`src/core/main_cfg_pkg.sv`:
```
package main_cfg_pkg;

    // Byte addresses of the main parameter bytes
    localparam logic [4:0] ADDR_MODE_BAND_TRIM_SELECT    = 5'h00;
    localparam logic [4:0] ADDR_MODULATION_DATAMODE_GAIN = 5'h01;
    localparam logic [4:0] ADDR_DEVIATION_DIVISOR        = 5'h02;
    localparam logic [4:0] ADDR_BIT_RATE_DIVISOR         = 5'h03;
    localparam logic [4:0] ADDR_ONOFF_FLOOR_THRESHOLD    = 5'h04;
    localparam logic [4:0] ADDR_BUFFER_DEPTH_THRESHOLD   = 5'h05;

    // Parameter group bounds, by byte index
    localparam logic [4:0] GRP_MAIN_LAST     = 5'd12;
    localparam logic [4:0] GRP_IRQ_LAST      = 5'd15;
    localparam logic [4:0] GRP_RX_LAST       = 5'd21;
    localparam logic [4:0] GRP_PATTERN_LAST  = 5'd25;
    localparam logic [4:0] GRP_TX_LAST       = 5'd26;
    localparam logic [4:0] GRP_CRYSTAL_LAST  = 5'd27;
    localparam logic [4:0] GRP_PACKET_LAST   = 5'd31;

    // Reset values
    localparam logic [7:0] RST_MODE_BAND_TRIM_SELECT    = 8'h28;
    localparam logic [7:0] RST_MODULATION_DATAMODE_GAIN = 8'h88;
    localparam logic [7:0] RST_DEVIATION_DIVISOR        = 8'h03;
    localparam logic [7:0] RST_BIT_RATE_DIVISOR         = 8'h07;
    localparam logic [7:0] RST_ONOFF_FLOOR_THRESHOLD    = 8'h0c;
    localparam logic [7:0] RST_BUFFER_DEPTH_THRESHOLD   = 8'h0f;

    // Field positions
    localparam int MODE_LSB      = 5;
    localparam int BAND_LSB      = 3;
    localparam int TRIM_LSB      = 1;
    localparam int DIVSEL_BIT    = 0;
    localparam int MODUL_LSB     = 6;
    localparam int DMODE_LSB_BIT = 5;
    localparam int ONOFF_LSB     = 3;
    localparam int DMODE_MSB_BIT = 2;
    localparam int DEPTH_LSB     = 6;

    // Prescalers of the crystal for bit rate and deviation; buffer size step in bytes
    localparam int BIT_RATE_PRESCALE  = 64;
    localparam int DEVIATION_PRESCALE = 32;
    localparam int DEPTH_STEP_BYTES   = 16;

    // AXI responses
    localparam logic [1:0] RESP_OKAY   = 2'b00;
    localparam logic [1:0] RESP_SLVERR = 2'b10;

    typedef enum logic [2:0] {
        OP_SLEEP       = 3'b000,
        OP_STANDBY     = 3'b001,
        OP_SYNTH_ONLY  = 3'b010,
        OP_RECEIVE     = 3'b011,
        OP_TRANSMIT    = 3'b100,
        OP_UNDEFINED   = 3'b111
    } op_mode_t;

    typedef enum logic [1:0] {
        DM_CONTINUOUS = 2'b00,
        DM_BUFFERED   = 2'b01,
        DM_PACKET     = 2'b10
    } data_mode_t;

endpackage

```
`src/core/transceiver_main_config_regs.sv`:
```
// Overview of operation
// - Bits 7-5 of byte 0 pick sleep, standby (reset), synth-only, receive or transmit.
// - Bytes fall in groups main 0-12, irq 13-15, rx 16-21, pattern 22-25, tx 26, xtal 27, packet 28-31.
// - Data mode MSB is byte 1 bit 2, LSB byte 1 bit 5; 00 continuous, 01 buffered, 1x packet.
// - Byte 5 bits 7:6 size the buffer at 16, 32, 48 or 64 bytes, 16 at reset.
// - Byte 0 bit 0 selects divider set one (0, reset) or two (1).
// - Byte 1 bits 7-6 give on-off keying at 01 and frequency-shift keying at 10 (reset).
// - Byte 1 bits 4-3 give fixed, peak (reset) or average threshold; 11 is reserved.
// - Byte 0 bits 4-3 give lower, upper (reset) or alternate band.
// - Byte 0 bits 2-1 give an oscillator trim of 0 to 3 steps, 0 at reset.
`timescale 1ns/100ps
module transceiver_main_config_regs (
    // Clock and reset
    input  wire logic        clock_i,
    input  wire logic        rst_b_i,
    // AXI4-Lite write address
    input  wire logic        s_axi_awvalid,
    output logic             s_axi_awready,
    input  wire logic [6:0]  s_axi_awaddr,
    // AXI4-Lite write data
    input  wire logic        s_axi_wvalid,
    output logic             s_axi_wready,
    input  wire logic [31:0] s_axi_wdata,
    input  wire logic [3:0]  s_axi_wstrb,
    // AXI4-Lite write response
    output logic             s_axi_bvalid,
    input  wire logic        s_axi_bready,
    output logic [1:0]       s_axi_bresp,
    // AXI4-Lite read address
    input  wire logic        s_axi_arvalid,
    output logic             s_axi_arready,
    input  wire logic [6:0]  s_axi_araddr,
    // AXI4-Lite read data
    output logic             s_axi_rvalid,
    input  wire logic        s_axi_rready,
    output logic [31:0]      s_axi_rdata,
    output logic [1:0]       s_axi_rresp,
    // Buffer fill level from the data path
    input  wire logic [6:0]  buffer_level_i,
    // Decoded configuration
    output main_cfg_pkg::op_mode_t   op_mode_o,
    output logic [1:0]               band_o,
    output logic [1:0]               oscillator_trim_o,
    output logic                     divider_set_select_o,
    output logic                     modulation_onoff_o,
    output logic                     modulation_fsk_o,
    output main_cfg_pkg::data_mode_t data_mode_o,
    output logic [1:0]               onoff_threshold_kind_o,
    output logic [1:0]               if_gain_o,
    output logic [7:0]               onoff_floor_o,
    output logic [6:0]               buffer_depth_bytes_o,
    output logic [5:0]               buffer_threshold_o,
    output logic                     buffer_threshold_hit_o,
    output logic                     bit_tick_o,
    output logic                     deviation_tick_o
);
    import main_cfg_pkg::*;

    localparam int NREG = 6;

    logic [7:0] regs_r [NREG];
    logic       aw_held_r;
    logic       w_held_r;
    logic [4:0] aw_idx_r;
    logic [7:0] w_byte_r;
    logic       w_lane_r;
    logic       wr_fire;
    logic [4:0] ar_idx;

    // Byte index of a word address
    assign ar_idx = s_axi_araddr[6:2];

    // Address and data accepted in either order, each held until both are in
    assign s_axi_awready = !aw_held_r && !s_axi_bvalid;
    assign s_axi_wready  = !w_held_r && !s_axi_bvalid;
    assign wr_fire       = aw_held_r && w_held_r && !s_axi_bvalid;

    always_ff @(posedge clock_i or negedge rst_b_i) begin
        if (!rst_b_i) begin
            aw_held_r <= 1'b0;
            aw_idx_r  <= 5'h0_0;
        end else if (s_axi_awvalid && s_axi_awready) begin
            aw_held_r <= 1'b1;
            aw_idx_r  <= s_axi_awaddr[6:2];
        end else if (wr_fire) begin
            aw_held_r <= 1'b0;
        end
    end

    always_ff @(posedge clock_i or negedge rst_b_i) begin
        if (!rst_b_i) begin
            w_held_r <= 1'b0;
            w_byte_r <= 8'h00;
            w_lane_r <= 1'b0;
        end else if (s_axi_wvalid && s_axi_wready) begin
            w_held_r <= 1'b1;
            w_byte_r <= s_axi_wdata[7:0];
            w_lane_r <= s_axi_wstrb[0];
        end else if (wr_fire) begin
            w_held_r <= 1'b0;
        end
    end

    // Register writes; the reserved top bit of byte 3 is stored like any other
    always_ff @(posedge clock_i or negedge rst_b_i) begin
        if (!rst_b_i) begin
            regs_r[0] <= RST_MODE_BAND_TRIM_SELECT;
            regs_r[1] <= RST_MODULATION_DATAMODE_GAIN;
            regs_r[2] <= RST_DEVIATION_DIVISOR;
            regs_r[3] <= RST_BIT_RATE_DIVISOR;
            regs_r[4] <= RST_ONOFF_FLOOR_THRESHOLD;
            regs_r[5] <= RST_BUFFER_DEPTH_THRESHOLD;
        end else if (wr_fire && w_lane_r && aw_idx_r < 5'(NREG)) begin
            regs_r[aw_idx_r[2:0]] <= w_byte_r;
        end
    end

    // Write response: bytes 0-31 answer OKAY, beyond is an error
    always_ff @(posedge clock_i or negedge rst_b_i) begin
        if (!rst_b_i) begin
            s_axi_bvalid <= 1'b0;
            s_axi_bresp  <= RESP_OKAY;
        end else if (wr_fire) begin
            s_axi_bvalid <= 1'b1;
            s_axi_bresp  <= (aw_idx_r <= GRP_PACKET_LAST) ? RESP_OKAY : RESP_SLVERR;
        end else if (s_axi_bready) begin
            s_axi_bvalid <= 1'b0;
        end
    end

    // Read path; bytes of the other groups live elsewhere and read as zero here
    assign s_axi_arready = !s_axi_rvalid;

    always_ff @(posedge clock_i or negedge rst_b_i) begin
        if (!rst_b_i) begin
            s_axi_rvalid <= 1'b0;
            s_axi_rdata  <= 32'h0000_0000;
            s_axi_rresp  <= RESP_OKAY;
        end else if (s_axi_arvalid && s_axi_arready) begin
            s_axi_rvalid <= 1'b1;
            s_axi_rdata  <= 32'h0000_0000;
            if (ar_idx < 5'(NREG)) begin
                s_axi_rdata[7:0] <= regs_r[ar_idx[2:0]];
            end
            s_axi_rresp  <= (ar_idx <= GRP_PACKET_LAST) ? RESP_OKAY : RESP_SLVERR;
        end else if (s_axi_rready) begin
            s_axi_rvalid <= 1'b0;
        end
    end

    // Field decode, registered so the outputs are glitch free
    always_ff @(posedge clock_i or negedge rst_b_i) begin
        if (!rst_b_i) begin
            op_mode_o <= OP_STANDBY;
        end else begin
            unique case (regs_r[0][MODE_LSB +: 3])
                3'b000:  op_mode_o <= OP_SLEEP;
                3'b001:  op_mode_o <= OP_STANDBY;
                3'b010:  op_mode_o <= OP_SYNTH_ONLY;
                3'b011:  op_mode_o <= OP_RECEIVE;
                3'b100:  op_mode_o <= OP_TRANSMIT;
                default: op_mode_o <= OP_UNDEFINED;
            endcase
        end
    end

    always_ff @(posedge clock_i or negedge rst_b_i) begin
        if (!rst_b_i) begin
            data_mode_o <= DM_CONTINUOUS;
        end else if (regs_r[1][DMODE_MSB_BIT]) begin
            data_mode_o <= DM_PACKET;
        end else if (regs_r[1][DMODE_LSB_BIT]) begin
            data_mode_o <= DM_BUFFERED;
        end else begin
            data_mode_o <= DM_CONTINUOUS;
        end
    end

    always_ff @(posedge clock_i or negedge rst_b_i) begin
        if (!rst_b_i) begin
            band_o                 <= RST_MODE_BAND_TRIM_SELECT[BAND_LSB +: 2];
            oscillator_trim_o      <= RST_MODE_BAND_TRIM_SELECT[TRIM_LSB +: 2];
            divider_set_select_o   <= RST_MODE_BAND_TRIM_SELECT[DIVSEL_BIT];
            modulation_onoff_o     <= 1'b0;
            modulation_fsk_o       <= 1'b1;
            onoff_threshold_kind_o <= RST_MODULATION_DATAMODE_GAIN[ONOFF_LSB +: 2];
            if_gain_o              <= RST_MODULATION_DATAMODE_GAIN[1:0];
            onoff_floor_o          <= RST_ONOFF_FLOOR_THRESHOLD;
            buffer_threshold_o     <= RST_BUFFER_DEPTH_THRESHOLD[5:0];
        end else begin
            band_o                 <= regs_r[0][BAND_LSB +: 2];
            oscillator_trim_o      <= regs_r[0][TRIM_LSB +: 2];
            divider_set_select_o   <= regs_r[0][DIVSEL_BIT];
            modulation_onoff_o     <= (regs_r[1][MODUL_LSB +: 2] == 2'b01);
            modulation_fsk_o       <= (regs_r[1][MODUL_LSB +: 2] == 2'b10);
            onoff_threshold_kind_o <= regs_r[1][ONOFF_LSB +: 2];
            if_gain_o              <= regs_r[1][1:0];
            onoff_floor_o          <= regs_r[4];
            buffer_threshold_o     <= regs_r[5][5:0];
        end
    end

    // Reserved threshold code is passed on as written; software must avoid it

    rate_divider #(.WIDTH(7), .PRESCALE(BIT_RATE_PRESCALE)) u_bit_rate (
        .clock_i (clock_i),
        .rst_b_i (rst_b_i),
        .div_i   (regs_r[3][6:0]),
        .tick_o  (bit_tick_o)
    );

    rate_divider #(.WIDTH(8), .PRESCALE(DEVIATION_PRESCALE)) u_deviation (
        .clock_i (clock_i),
        .rst_b_i (rst_b_i),
        .div_i   (regs_r[2]),
        .tick_o  (deviation_tick_o)
    );

    buffer_level_compare u_level (
        .clock_i       (clock_i),
        .rst_b_i       (rst_b_i),
        .depth_code_i  (regs_r[5][DEPTH_LSB +: 2]),
        .threshold_i   (regs_r[5][5:0]),
        .level_i       (buffer_level_i),
        .depth_bytes_o (buffer_depth_bytes_o),
        .above_o       (buffer_threshold_hit_o)
    );

    // Checks
    a_mode_decode: assert property (@(posedge clock_i) disable iff (!rst_b_i)
        regs_r[0][7:5] == 3'b100 |=> op_mode_o == OP_TRANSMIT)
        else $error("mode decode wrong");

    a_data_mode: assert property (@(posedge clock_i) disable iff (!rst_b_i)
        regs_r[1][2] |=> data_mode_o == DM_PACKET)
        else $error("packet mode not decoded");

    a_depth_size: assert property (@(posedge clock_i) disable iff (!rst_b_i)
        regs_r[5][7:6] == 2'b11 ##1 regs_r[5][7:6] == 2'b11 |=> buffer_depth_bytes_o == 7'd64)
        else $error("buffer depth wrong");

    a_thresh_hit: assert property (@(posedge clock_i) disable iff (!rst_b_i)
        buffer_level_i > {1'b0, regs_r[5][5:0]} |=> buffer_threshold_hit_o)
        else $error("threshold event missing");

    a_divsel_out: assert property (@(posedge clock_i) disable iff (!rst_b_i)
        $changed(regs_r[0][0]) |=> divider_set_select_o == $past(regs_r[0][0]))
        else $error("divider set select lag");

    a_onoff_decode: assert property (@(posedge clock_i) disable iff (!rst_b_i)
        regs_r[1][7:6] == 2'b01 |=> modulation_onoff_o && !modulation_fsk_o)
        else $error("on-off keying not decoded");

    a_band_follow: assert property (@(posedge clock_i) disable iff (!rst_b_i)
        $stable(regs_r[0]) |-> band_o == regs_r[0][4:3])
        else $error("band not following");

    a_trim_follow: assert property (@(posedge clock_i) disable iff (!rst_b_i)
        $stable(regs_r[0]) |-> oscillator_trim_o == regs_r[0][2:1])
        else $error("trim not following");

    a_write_back: assert property (@(posedge clock_i) disable iff (!rst_b_i)
        wr_fire && w_lane_r && aw_idx_r == 5'h02 |=> regs_r[2] == $past(w_byte_r))
        else $error("write not stored");

    // Bytes of the other groups answer OKAY with zero data
    a_unmapped_read: assert property (@(posedge clock_i) disable iff (!rst_b_i)
        s_axi_arvalid && s_axi_arready && ar_idx >= 5'(NREG)
            |=> s_axi_rdata == 32'h0000_0000 && s_axi_rresp == RESP_OKAY)
        else $error("unmapped read not zero");

endmodule

```
`src/core/rate_divider.sv`:
```
`timescale 1ns/100ps
// One-cycle tick every PRESCALE*(div+1) clocks
module rate_divider #(
    parameter int WIDTH    = 8,
    parameter int PRESCALE = 64
) (
    // Clock and reset
    input  wire logic             clock_i,
    input  wire logic             rst_b_i,
    // Control
    input  wire logic [WIDTH-1:0] div_i,
    // Tick
    output logic                  tick_o
);
    localparam int PW = $clog2(PRESCALE);
    logic [PW-1:0]    pre_r;
    logic [WIDTH-1:0] cnt_r;
    logic             pre_end;

    // Wrap compare assumes a power of two prescale
    if (PRESCALE < 2 || (PRESCALE & (PRESCALE - 1)) != 0) begin : g_bad_prescale
        $error("rate_divider: PRESCALE must be a power of two");
    end

    assign pre_end = (pre_r == PW'(PRESCALE - 1));

    always_ff @(posedge clock_i or negedge rst_b_i) begin
        if (!rst_b_i) begin
            pre_r <= '0;
        end else begin
            pre_r <= pre_end ? '0 : pre_r + PW'(1);
        end
    end

    // Divisor changes apply at the next prescale end; a count at or above the new divisor ticks at once
    always_ff @(posedge clock_i or negedge rst_b_i) begin
        if (!rst_b_i) begin
            cnt_r  <= '0;
            tick_o <= 1'b0;
        end else begin
            tick_o <= 1'b0;
            if (pre_end) begin
                if (cnt_r >= div_i) begin
                    cnt_r  <= '0;
                    tick_o <= 1'b1;
                end else begin
                    cnt_r <= cnt_r + WIDTH'(1);
                end
            end
        end
    end

endmodule

```
`src/core/buffer_level_compare.sv`:
```
`timescale 1ns/100ps
// Buffer size decode and threshold crossing
module buffer_level_compare (
    // Clock and reset
    input  wire logic       clock_i,
    input  wire logic       rst_b_i,
    // Settings
    input  wire logic [1:0] depth_code_i,
    input  wire logic [5:0] threshold_i,
    input  wire logic [6:0] level_i,
    // Results
    output logic [6:0]      depth_bytes_o,
    output logic            above_o
);
    import main_cfg_pkg::*;

    always_ff @(posedge clock_i or negedge rst_b_i) begin
        if (!rst_b_i) begin
            depth_bytes_o <= 7'(DEPTH_STEP_BYTES);
            above_o       <= 1'b0;
        end else begin
            depth_bytes_o <= 7'(DEPTH_STEP_BYTES * (int'(depth_code_i) + 1));
            above_o       <= (level_i > {1'b0, threshold_i});
        end
    end

endmodule

```
`config.mk`:
```
export PLATFORM = sky130hd
export DESIGN_NAME = transceiver_main_config_regs
export DESIGN_NICKNAME = d
export VERILOG_FILES = /design/src/core/main_cfg_pkg.sv /design/src/core/transceiver_main_config_regs.sv /design/src/core/rate_divider.sv /design/src/core/buffer_level_compare.sv
export SDC_FILE = /design/constraint.sdc
export NUM_CORES = 1
export LEC_CHECK = 0
export ABC_AREA = 0
export BUFFER_PORTS_ARGS = -buffer_cell sky130_fd_sc_hd__buf_2
export CORE_MARGIN = 2
export CORE_UTILIZATION = 57
export CTS_BUF_LIST = sky130_fd_sc_hd__clkbuf_8
export DETAILED_ROUTE_END_ITERATION = 12
export PLACE_DENSITY = 0.87
export SLEW_MARGIN = 25
export SYNTH_ARGS = -nofsm -noshare
export SYNTH_HDL_FRONTEND = slang
export SYNTH_SLANG_ARGS = --single-unit
```
`constraint.sdc`:
```
create_clock -name clock_i -period 3 [get_ports clock_i]
set_input_delay 0.75 -clock clock_i [delete_from_list [all_inputs] [get_ports clock_i]]
set_output_delay 0.75 -clock clock_i [all_outputs]
set_load 0.005 [all_outputs]
```
After elaboration in Yosys (flattened, before gate mapping)
Cells that the tools add are included.

storage, ports and cells
  bits in registers = 140
  bits of input ports = 64
  word-level logic and storage cells = 106

operators by class
  add/subtract/negate cells = 5
  order comparisons = 10
  eq/ne operators = 8
  muxes and demuxes = 27
  bitwise operators = 2
  reductions and logical operators = 19

operators with widths
  kind                   number
  $bwmux W48             1
  $mux W8                5
  $bmux W8 S3            1
  $demux W8 S3           1
  $pmux W3 S5            1
  $mux W1                12
  $le A5 B5 Y1 const B   2
  $logic_and A1 B1 Y1    10
  $lt A5 B3 Y1 const B   2
  $add A8 B1 Y8 const B  1
  $ge A4 B4 Y1 const B   2
  $ge A8 B8 Y1           1
  $not A3 Y4             2
  $reduce_bool A2 Y1     4
  $add A7 B1 Y7 const B  1
  $ge A7 B7 Y1           1
  $gt A7 B6 Y1           1
  $mux W7                1
  $add A6 B1 Y6 const B  1
  $eq A3 B2 Y1 const B   2
  $eq A6 B6 Y1 const B   1
  $mux W2                3
  $mux W6                1
  $add A5 B1 Y5 const B  1
  other kinds (10)       13

Logic depth before layout (Yosys ltp)
Gate-level depths: netlist of the first run.

  word-level depth = 6
  mapped depth = 9
  depth with buffers taken out = 8

By module
Synthesis of the first run repeated with hierarchy kept, for this count alone.

unflattened totals
  cells, all modules = 482
  area, all modules = 6257.3 µm²

by module, submodules not included
  module                        times used  cells an instance  area each (µm²)
  transceiver_main_config_regs  1           277                4305.4
  rate_divider at u_bit_rate    1           88                 834.6
  rate_divider at u_deviation   1           86                 812.0
  buffer_level_compare          1           31                 305.3

Worst setup path after synthesis of the first run
OpenSTA, ideal clock, no wires.

  kind = input to register
  start = input port s_axi_araddr[2]
  end = register s_axi_rdata[5]
  setup time = 121 ps
  arrival time = 2071 ps
  data required time = 2879 ps
  path slack = 808 ps
  stages on the path = 6
  buffers on the path = 2
  cells stage by stage = buf_2 -> buf_2 -> mux4_2 -> inv_1 -> o22ai_1 -> a22o_1

between the ends
  longest elaborated chain between the ends = 5

ends and longest elaborated chain
  item                                        RTL line                             RTL
  start: declaration                          transceiver_main_config_regs.sv:32   input wire logic [6:0] s_axi_araddr,
  $not A3 Y4 (not written as such)            transceiver_main_config_regs.sv:143  s_axi_rdata[7:0] <= regs_r[ar_idx[2:0]];
  $bmux W8 S3                                 transceiver_main_config_regs.sv:143
  $mux W8 (not written as such) (2 in a row)  transceiver_main_config_regs.sv:143
  $mux W8 *                                   transceiver_main_config_regs.sv:142  if (ar_idx < 5'(NREG)) begin
  end signal: assignment                      transceiver_main_config_regs.sv:143
  end: declaration                            transceiver_main_config_regs.sv:36   output logic [31:0] s_axi_rdata,

Mark *: on every way between the ends. The rest lies on a longest branch, timed or not. The select of a mux whose other input is x is not followed.
A chain may end at the register's enable or synchronous reset.

Worst setup path after layout of the first run
  start = register s_axi_bvalid
  end = register regs_r[37] (netlist bit)

between the ends
  longest elaborated chain between the ends = 4

ends and longest elaborated chain
  item                              RTL line                             RTL
  start: declaration                transceiver_main_config_regs.sv:26   output logic s_axi_bvalid,
  start signal: assignment          transceiver_main_config_regs.sv:121  s_axi_bvalid <= 1'b0;
  start signal: assignment          transceiver_main_config_regs.sv:124  s_axi_bvalid <= 1'b1;
  start signal: assignment          transceiver_main_config_regs.sv:127  s_axi_bvalid <= 1'b0;
  $logic_not A1 Y1                  transceiver_main_config_regs.sv:76   assign wr_fire = aw_held_r && w_held_r && !s_axi_bvalid;
  $logic_and A1 B1 Y1               transceiver_main_config_regs.sv:76
  $logic_and A1 B1 Y1 (2 in a row)  transceiver_main_config_regs.sv:113  end else if (wr_fire && w_lane_r && aw_idx_r < 5'(NREG)) begin
  end signal: indexed assignment    transceiver_main_config_regs.sv:114  regs_r[aw_idx_r[2:0]] <= w_byte_r;
  end: declaration                  transceiver_main_config_regs.sv:61   logic [7:0] regs_r [NREG];

Every way passes these cells.

==> results of run 1 <==
==> flip-flops by register name, indices dropped and copies added (netlist names), 3 cells and up <==
| signal | cells |
|---|---|
| aw_idx_r | 5 |
| u_bit_rate.pre_r | 6 |
| w_byte_r | 8 |
| onoff_floor_o | 8 |
| u_bit_rate.cnt_r | 7 |
| regs_r | 48 |
| u_level.depth_bytes_o | 3 |
| buffer_threshold_o | 6 |
| u_deviation.pre_r | 5 |
| op_mode_o | 3 |
| s_axi_rdata | 8 |
| u_deviation.cnt_r | 8 |
==> how the worst max path moves through the flow <==
stage                                from              to
final                        s_axi_bvalid      regs_r[37]
after global routing         s_axi_bvalid      regs_r[36]
after CTS                    s_axi_bvalid      regs_r[37]
after detailed placement  s_axi_araddr[2]  s_axi_rdata[4]
after global placement    s_axi_araddr[2]  s_axi_rdata[2]
after floorplan           s_axi_araddr[2]  s_axi_rdata[5]
==> layout make-up <==
class,count,area (um^2),area share [%]
Sequential cell,138,3490,49.0
Multi-Input combinational cell,294,2420,34.0
Timing Repair Buffer,88,480,6.75
Clock buffer,18,248,3.48
Tap cell,140,175,2.46
Clock inverter,14,173,2.42
Inverter,36,135,1.90
==> per-stage QoR <==
stage | area, um^2 | setup WS (ns) | util, % | total power [mW]
2_1_floorplan | 6320 | 0.808 | - | 3.46
3_3_place_gp | 6700 | 0.731 | 62.4 | 3.81
3_5_place_dp | 6700 | 0.716 | 62.4 | 3.92
4_1_cts | 7120 | 0.789 | 66.3 | 5.54
5_1_grt | 7120 | 0.655 | 66.3 | 5.83
6_report | 7120 | 0.772 | 66.3 | 5.52
==> worst max-delay path, cell delays in order, from the launching register on <==
cell	delay [ns]
dfrtp_1	0.45
nand3b_4	0.21
nor4b_4	0.33
nand2b_2	0.19
nor3b_4	0.53
mux2_2	0.40
==> logic make-up after synthesis <==
| family | count (synthesis) | share of synthesized area, % |
|---|---|---|
| flip-flops | 138 | 56.1 |
| AND/OR/NAND/NOR | 90 | 8.60 |
| multiplexers | 81 | 15.9 |
| buffers and inverters | 80 | 6.68 |
| AO/OA/AOI/OAI | 59 | 6.22 |
| adder cells (fa/ha/maj) | 27 | 5.43 |
| XOR/XNOR | 7 | 0.986 |
| other | 1 | 0.0603 |
==> per-layer routing <==
metal / up-vias / part of all wire, % / global-route usage [%]
met5: - / 0 / 0
met4: 0 / 2.6 / 9.98
met3: 36 / 5.8 / 5.55
met2: 141 / 53 / 40.1
met1: 2036 / 39 / 28.1
li1: 1809 / - / -
==> power by group <==
group | internal (mW) | total (mW) | leakage, nW | switching [mW]
combinational | 0.618 | 1.19 | 1.59 | 0.570
clock | 0.850 | 1.59 | 0.209 | 0.738
sequential | 2.33 | 2.75 | 1.75 | 0.414
total | 3.80 | 5.52 | 3.55 | 1.72
==> placed cells by master, fill, tap and decap left out, types with 2 or more instances in the layout <==
cell and count:
nor2b_1 11, and3_1 6, nand2_1 14, buf_12 2, o21ai_0 17, xnor2_1 2
bufinv_16 3, mux2i_1 9, inv_1 38, a21o_1 6, clkinv_4 3, mux4_2 8
dfstp_2 26, conb_1 30, buf_2 82, clkinvlp_4 3, nand4b_1 2, dfrtp_1 112
buf_4 4, nor3b_4 2, xor2_1 5, nor2_1 19, ha_1 27, o21a_1 3
a21oi_1 7, o22ai_1 9, mux2_2 64, inv_6 3, a22o_1 11, clkbuf_8 18
nand4_1 3, nand2b_1 2, nand3_1 14, nor3_1 5, and2_1 6
==> results.toml, run 1 <==
[floorplanning]
fp.dieH_um = 108
io-pin-count = 145
die_w_um = 108
dieArea_mm2 = 0.0118
fp-row-count = 38
core_mm2 = 0.0107
start_util_pct = 57.8

[setup_path]
rr_endpoint = "regs_r[37]"
crit_fanout = 8
r2r-start = "s_axi_bvalid"
critPathLaunchType = "register"
arrival_ns = 2.55
r2r_cells = 5
cp.required_ns = 3.32
crit_path_end_kind = "register"
crit_type = "reg -> reg"
ff2ff_setup_slack_ns = 0.77

[logic_synthesis]
ys_seq_area_share_pct = 56.1
postSynthCellCount = 483
netlist-cell-type-count = 42
yosysMostFrequentCell = "dfrtp_1"
synth.area.top_cells = "dfrtp_1, mux2_2, dfstp_2"
synth_warnings = 0
synth_flop_cell = "dfrtp_1"
synth.top_cell.area_share_pct = 45.1
synth_edf_count = 0
syn_area_per_cell_um2 = 12.9
synth_area_leader_cell = "dfrtp_1"
synth-seq-cells = 138
ys_top_cells_by_count = "dfrtp_1, mux2_2, inv_1"
synthArstFlopShare_pct = 100
syn-cell-area_mm2 = 0.00622

[clock_network]
cts.sinks = 138
cts_tree = "yes"
clk_path_buf_depth = 2
numCtsBuffers = 17
cts_resized = 0
clk_latency_ns = 0.43
cts_root_buf = "clkbuf_8"
post_cts_buffers = 0
clkTransAtPathRegs_ns = 0.09
htreeDepth = 4
holdBufCountCts = 0

[layout]
n_fill_cell = 762
syn_to_final_growth_pct = 14.6
drive_gt1_share_pct = 37.8
nNetsFinal = 666
n_antenna_cell = 0
stdcell_count = 728

[drt]
dr.pass1.iters = 4
drc = 0
ant_nets = 0
num_vias = 4022
drt_iter0_markers = 179
viasPerCell = 5.52
drt-total-wl_um = 12400
wl_per_cell_um = 17.1

[global_route]
grt_overflow = 0
grt_usage_pct = 23.3
antenna_found_initial = 0
grt_first_pass_wirelength_um = 20600
grt_pass1_vias = 4229
grt_max_degree = 49

[timing]
drv_slew = 0
hold_viol = 0
fin_setup_tns_ns = 0
finalSetupViolCount = 0
rsz0062_at_grt = "false"
slew_headroom_pct = 58.6
clock_skew_ns = 0.0137
fin_crit_ns = 2.23
fmax_mhz = 449
fin_crit_sh_pct = 74.3
worst_pin_slew_ns = 0.620
holdWs_ns = 0.325

[min_path]
hp-class = "in -> async"

[run_status]
status = "complete, no violations"

[run]
drv_cap = 0

[pwr]
p_leak_nw = 3.55
ir_drop_uv = 497
power_per_cell_area_mw_per_mm2 = 776

[placement]
place_congestion = 0.827
port-buffer-count = 83
place_hpwl_um = 8590
place_inst = 696
(Power assumes the default switching activity.)
==> run 2: changes to the inputs <==
--- a/config.mk
+++ b/config.mk
@@ -8,10 +8,10 @@
 export ABC_AREA = 0
 export BUFFER_PORTS_ARGS = -buffer_cell sky130_fd_sc_hd__buf_2
 export CORE_MARGIN = 2
-export CORE_UTILIZATION = 57
+export CORE_UTILIZATION = 56
 export CTS_BUF_LIST = sky130_fd_sc_hd__clkbuf_8
 export DETAILED_ROUTE_END_ITERATION = 12
-export PLACE_DENSITY = 0.87
+export PLACE_DENSITY = 0.86
 export SLEW_MARGIN = 25
 export SYNTH_ARGS = -nofsm -noshare
 export SYNTH_HDL_FRONTEND = slang
==> constraint.sdc (replaced) <==
create_clock -name clock_i -period 2.1 [get_ports clock_i]
set_input_delay 0.525 -clock clock_i [delete_from_list [all_inputs] [get_ports clock_i]]
set_output_delay 0.525 -clock clock_i [all_outputs]
set_load 0.005 [all_outputs]
==> run 2 against run 1 <==
Against the previous run: global-route usage shrank 1.4 points; final cell count rose by 1.2%; worst hold slack worse by 0.073 ns; die area increased by 1.7%; cell area rose by 1.2%; fmax is 15% higher; power rose by 41%; critical path depth rose by 2.
==> results.toml, run 2 (synthesis gave the netlist of run 1 again) <==
[layout]
n_antenna_cell = 0
n_fill_cell = 777
layout_common_cells = "dfrtp_1, buf_2, mux2_2"
mostFrequentLayoutCell = "dfrtp_1"
nNetsFinal = 675
regMostFlops = "regs_r"
syn_to_final_growth_pct = 15.9
largest_reg_flops = 48
drive_gt1_share_pct = 39.2

[drt]
drc = 0
viasPerCell = 5.45
drt-total-wl_um = 12100
ant_nets = 0
drt_iter0_markers = 169
dr.pass1.iters = 4
num_vias = 4013
wl_per_cell_um = 16.5

[floorplanning]
io-pin-count = 145
dieArea_mm2 = 0.0120
die_w_um = 109
start_util_pct = 57.3
fp-row-count = 38
core_mm2 = 0.0108
fp.dieH_um = 109

[setup_path]
arrival_ns = 2.32
r2r_cells = 7
r2r-start = "regs_r[18]"
crit_fanout = 8
cp.required_ns = 2.47
critPathLaunchType = "register"
crit_path_end_kind = "register"
rr_endpoint = "u_bit_rate.cnt_r[0]"
ff2ff_setup_slack_ns = 0.16
crit_type = "reg -> reg"

[min_path]
whs_path_depth = 2
holdCritStartpoint = "s_axi_bready"
hp-class = "in -> reg"
hold_end = "s_axi_bvalid"

[run]
drv_cap = 0

[timing]
fin_crit_ns = 1.94
fin_setup_tns_ns = 0
finalSetupViolCount = 0
drv_slew = 0
clock_skew_ns = 0.0136
fin_crit_sh_pct = 92.4
hold_viol = 0
rsz0062_at_grt = "false"
layout_setup_ws_ns = 0.159
fmax_mhz = 515

[run_status]
status = "complete, no violations"

[pwr]
p_leak_nw = 3.60
ir_drop_uv = 804
power_per_cell_area_mw_per_mm2 = 1080

[clock_network]
clk_path_buf_depth = 2
cts_root_buf = "clkbuf_8"
post_cts_buffers = 0
clkTransAtPathRegs_ns = 0.09
htreeDepth = 4
numCtsBuffers = 17
cts_tree = "yes"
cts.sinks = 138
clk_latency_ns = 0.44

[placement]
place_congestion = 0.808
place_hpwl_um = 8630
port-buffer-count = 83
preCtsSetupSlack_ns = 0.0987

[global_route]
grt_pass1_vias = 4116
grt_first_pass_wirelength_um = 20000
grt_usage_pct = 22.0
grt_overflow = 0
grt_max_degree = 60
antenna_found_initial = 0
==> run 2: cell types whose count changed in the layout (fill, tap and decap cells not counted), moves of 2 or more <==
cell	before	now
bufinv_16	3	1
inv_1	38	36
clkinvlp_4	3	1
buf_4	4	10
clkinv_4	3	1
inv_6	3	7
inv_8	0	4
==> run 2: how the worst max path moves through the flow <==
stage | start | end | slack [ns]
finish | regs_r[18] | u_bit_rate.cnt_r[0] | 0.16
global route | regs_r[25] | u_deviation.cnt_r[3] | 0.01
CTS | regs_r[18] | u_bit_rate.cnt_r[0] | 0.04
detailed placement | regs_r[18] | u_bit_rate.cnt_r[0] | 0.1
global placement | regs_r[18] | u_bit_rate.cnt_r[0] | 0.17
floorplan | s_axi_araddr[2] | s_axi_rdata[5] | 0.13
==> run 2: cell type report <==
class,count,area (um^2),share of cell area (%)
Sequential cell,138,3490,48.4
Multi-Input combinational cell,294,2440,33.8
Timing Repair Buffer,97,567,7.87
Clock buffer,17,234,3.25
Tap cell,140,175,2.43
Clock inverter,15,169,2.34
Inverter,36,135,1.88
==> run 2: critical path, stage by stage (launching register included) <==
cell and delay, ns:
dfstp_2 0.55, inv_1 0.05, ha_1 0.32, a21o_1 0.16
a31oi_1 0.19, o21ai_2 0.15, nor2_1 0.25, mux2_2 0.21
==> run 2: where the power goes <==
part,total (mW),internal [mW],switching (mW)
registers,3.91,3.33,0.584
logic,1.70,0.904,0.800
clock network,2.18,1.01,1.18
total,7.80,5.24,2.56
==> run 2: per-layer routing <==
layer	wire (um)	GRT usage [%]	vias up	share of wire [%]
met5	0	0	-	0
met2	6130	37.0	131	50
met1	4980	26.6	2027	41
li1	-	-	1828	-
met4	335	8.32	0	2.8
met3	690	6.58	27	5.7
==> run 2: stage by stage <==
stage	instance area, um^2	util [%]	power (mW)	cells	hold slack, ns
final	7200	66.4	7.80	737	0.252
after global routing	7200	66.4	8.23	737	0.243
after CTS	7190	66.3	7.81	737	0.233
after detailed placement	6780	62.5	5.61	704	0.366
after global placement	6780	62.5	5.46	704	0.362
after floorplan	6320	-	4.94	512	0.229
==> run 2: what timing repair did <==
item	4_1_cts	5_1_grt
setup endpoints to repair	0	10
gates resized for setup	0	3
hold buffers	1	0
hold endpoints to repair	27	0
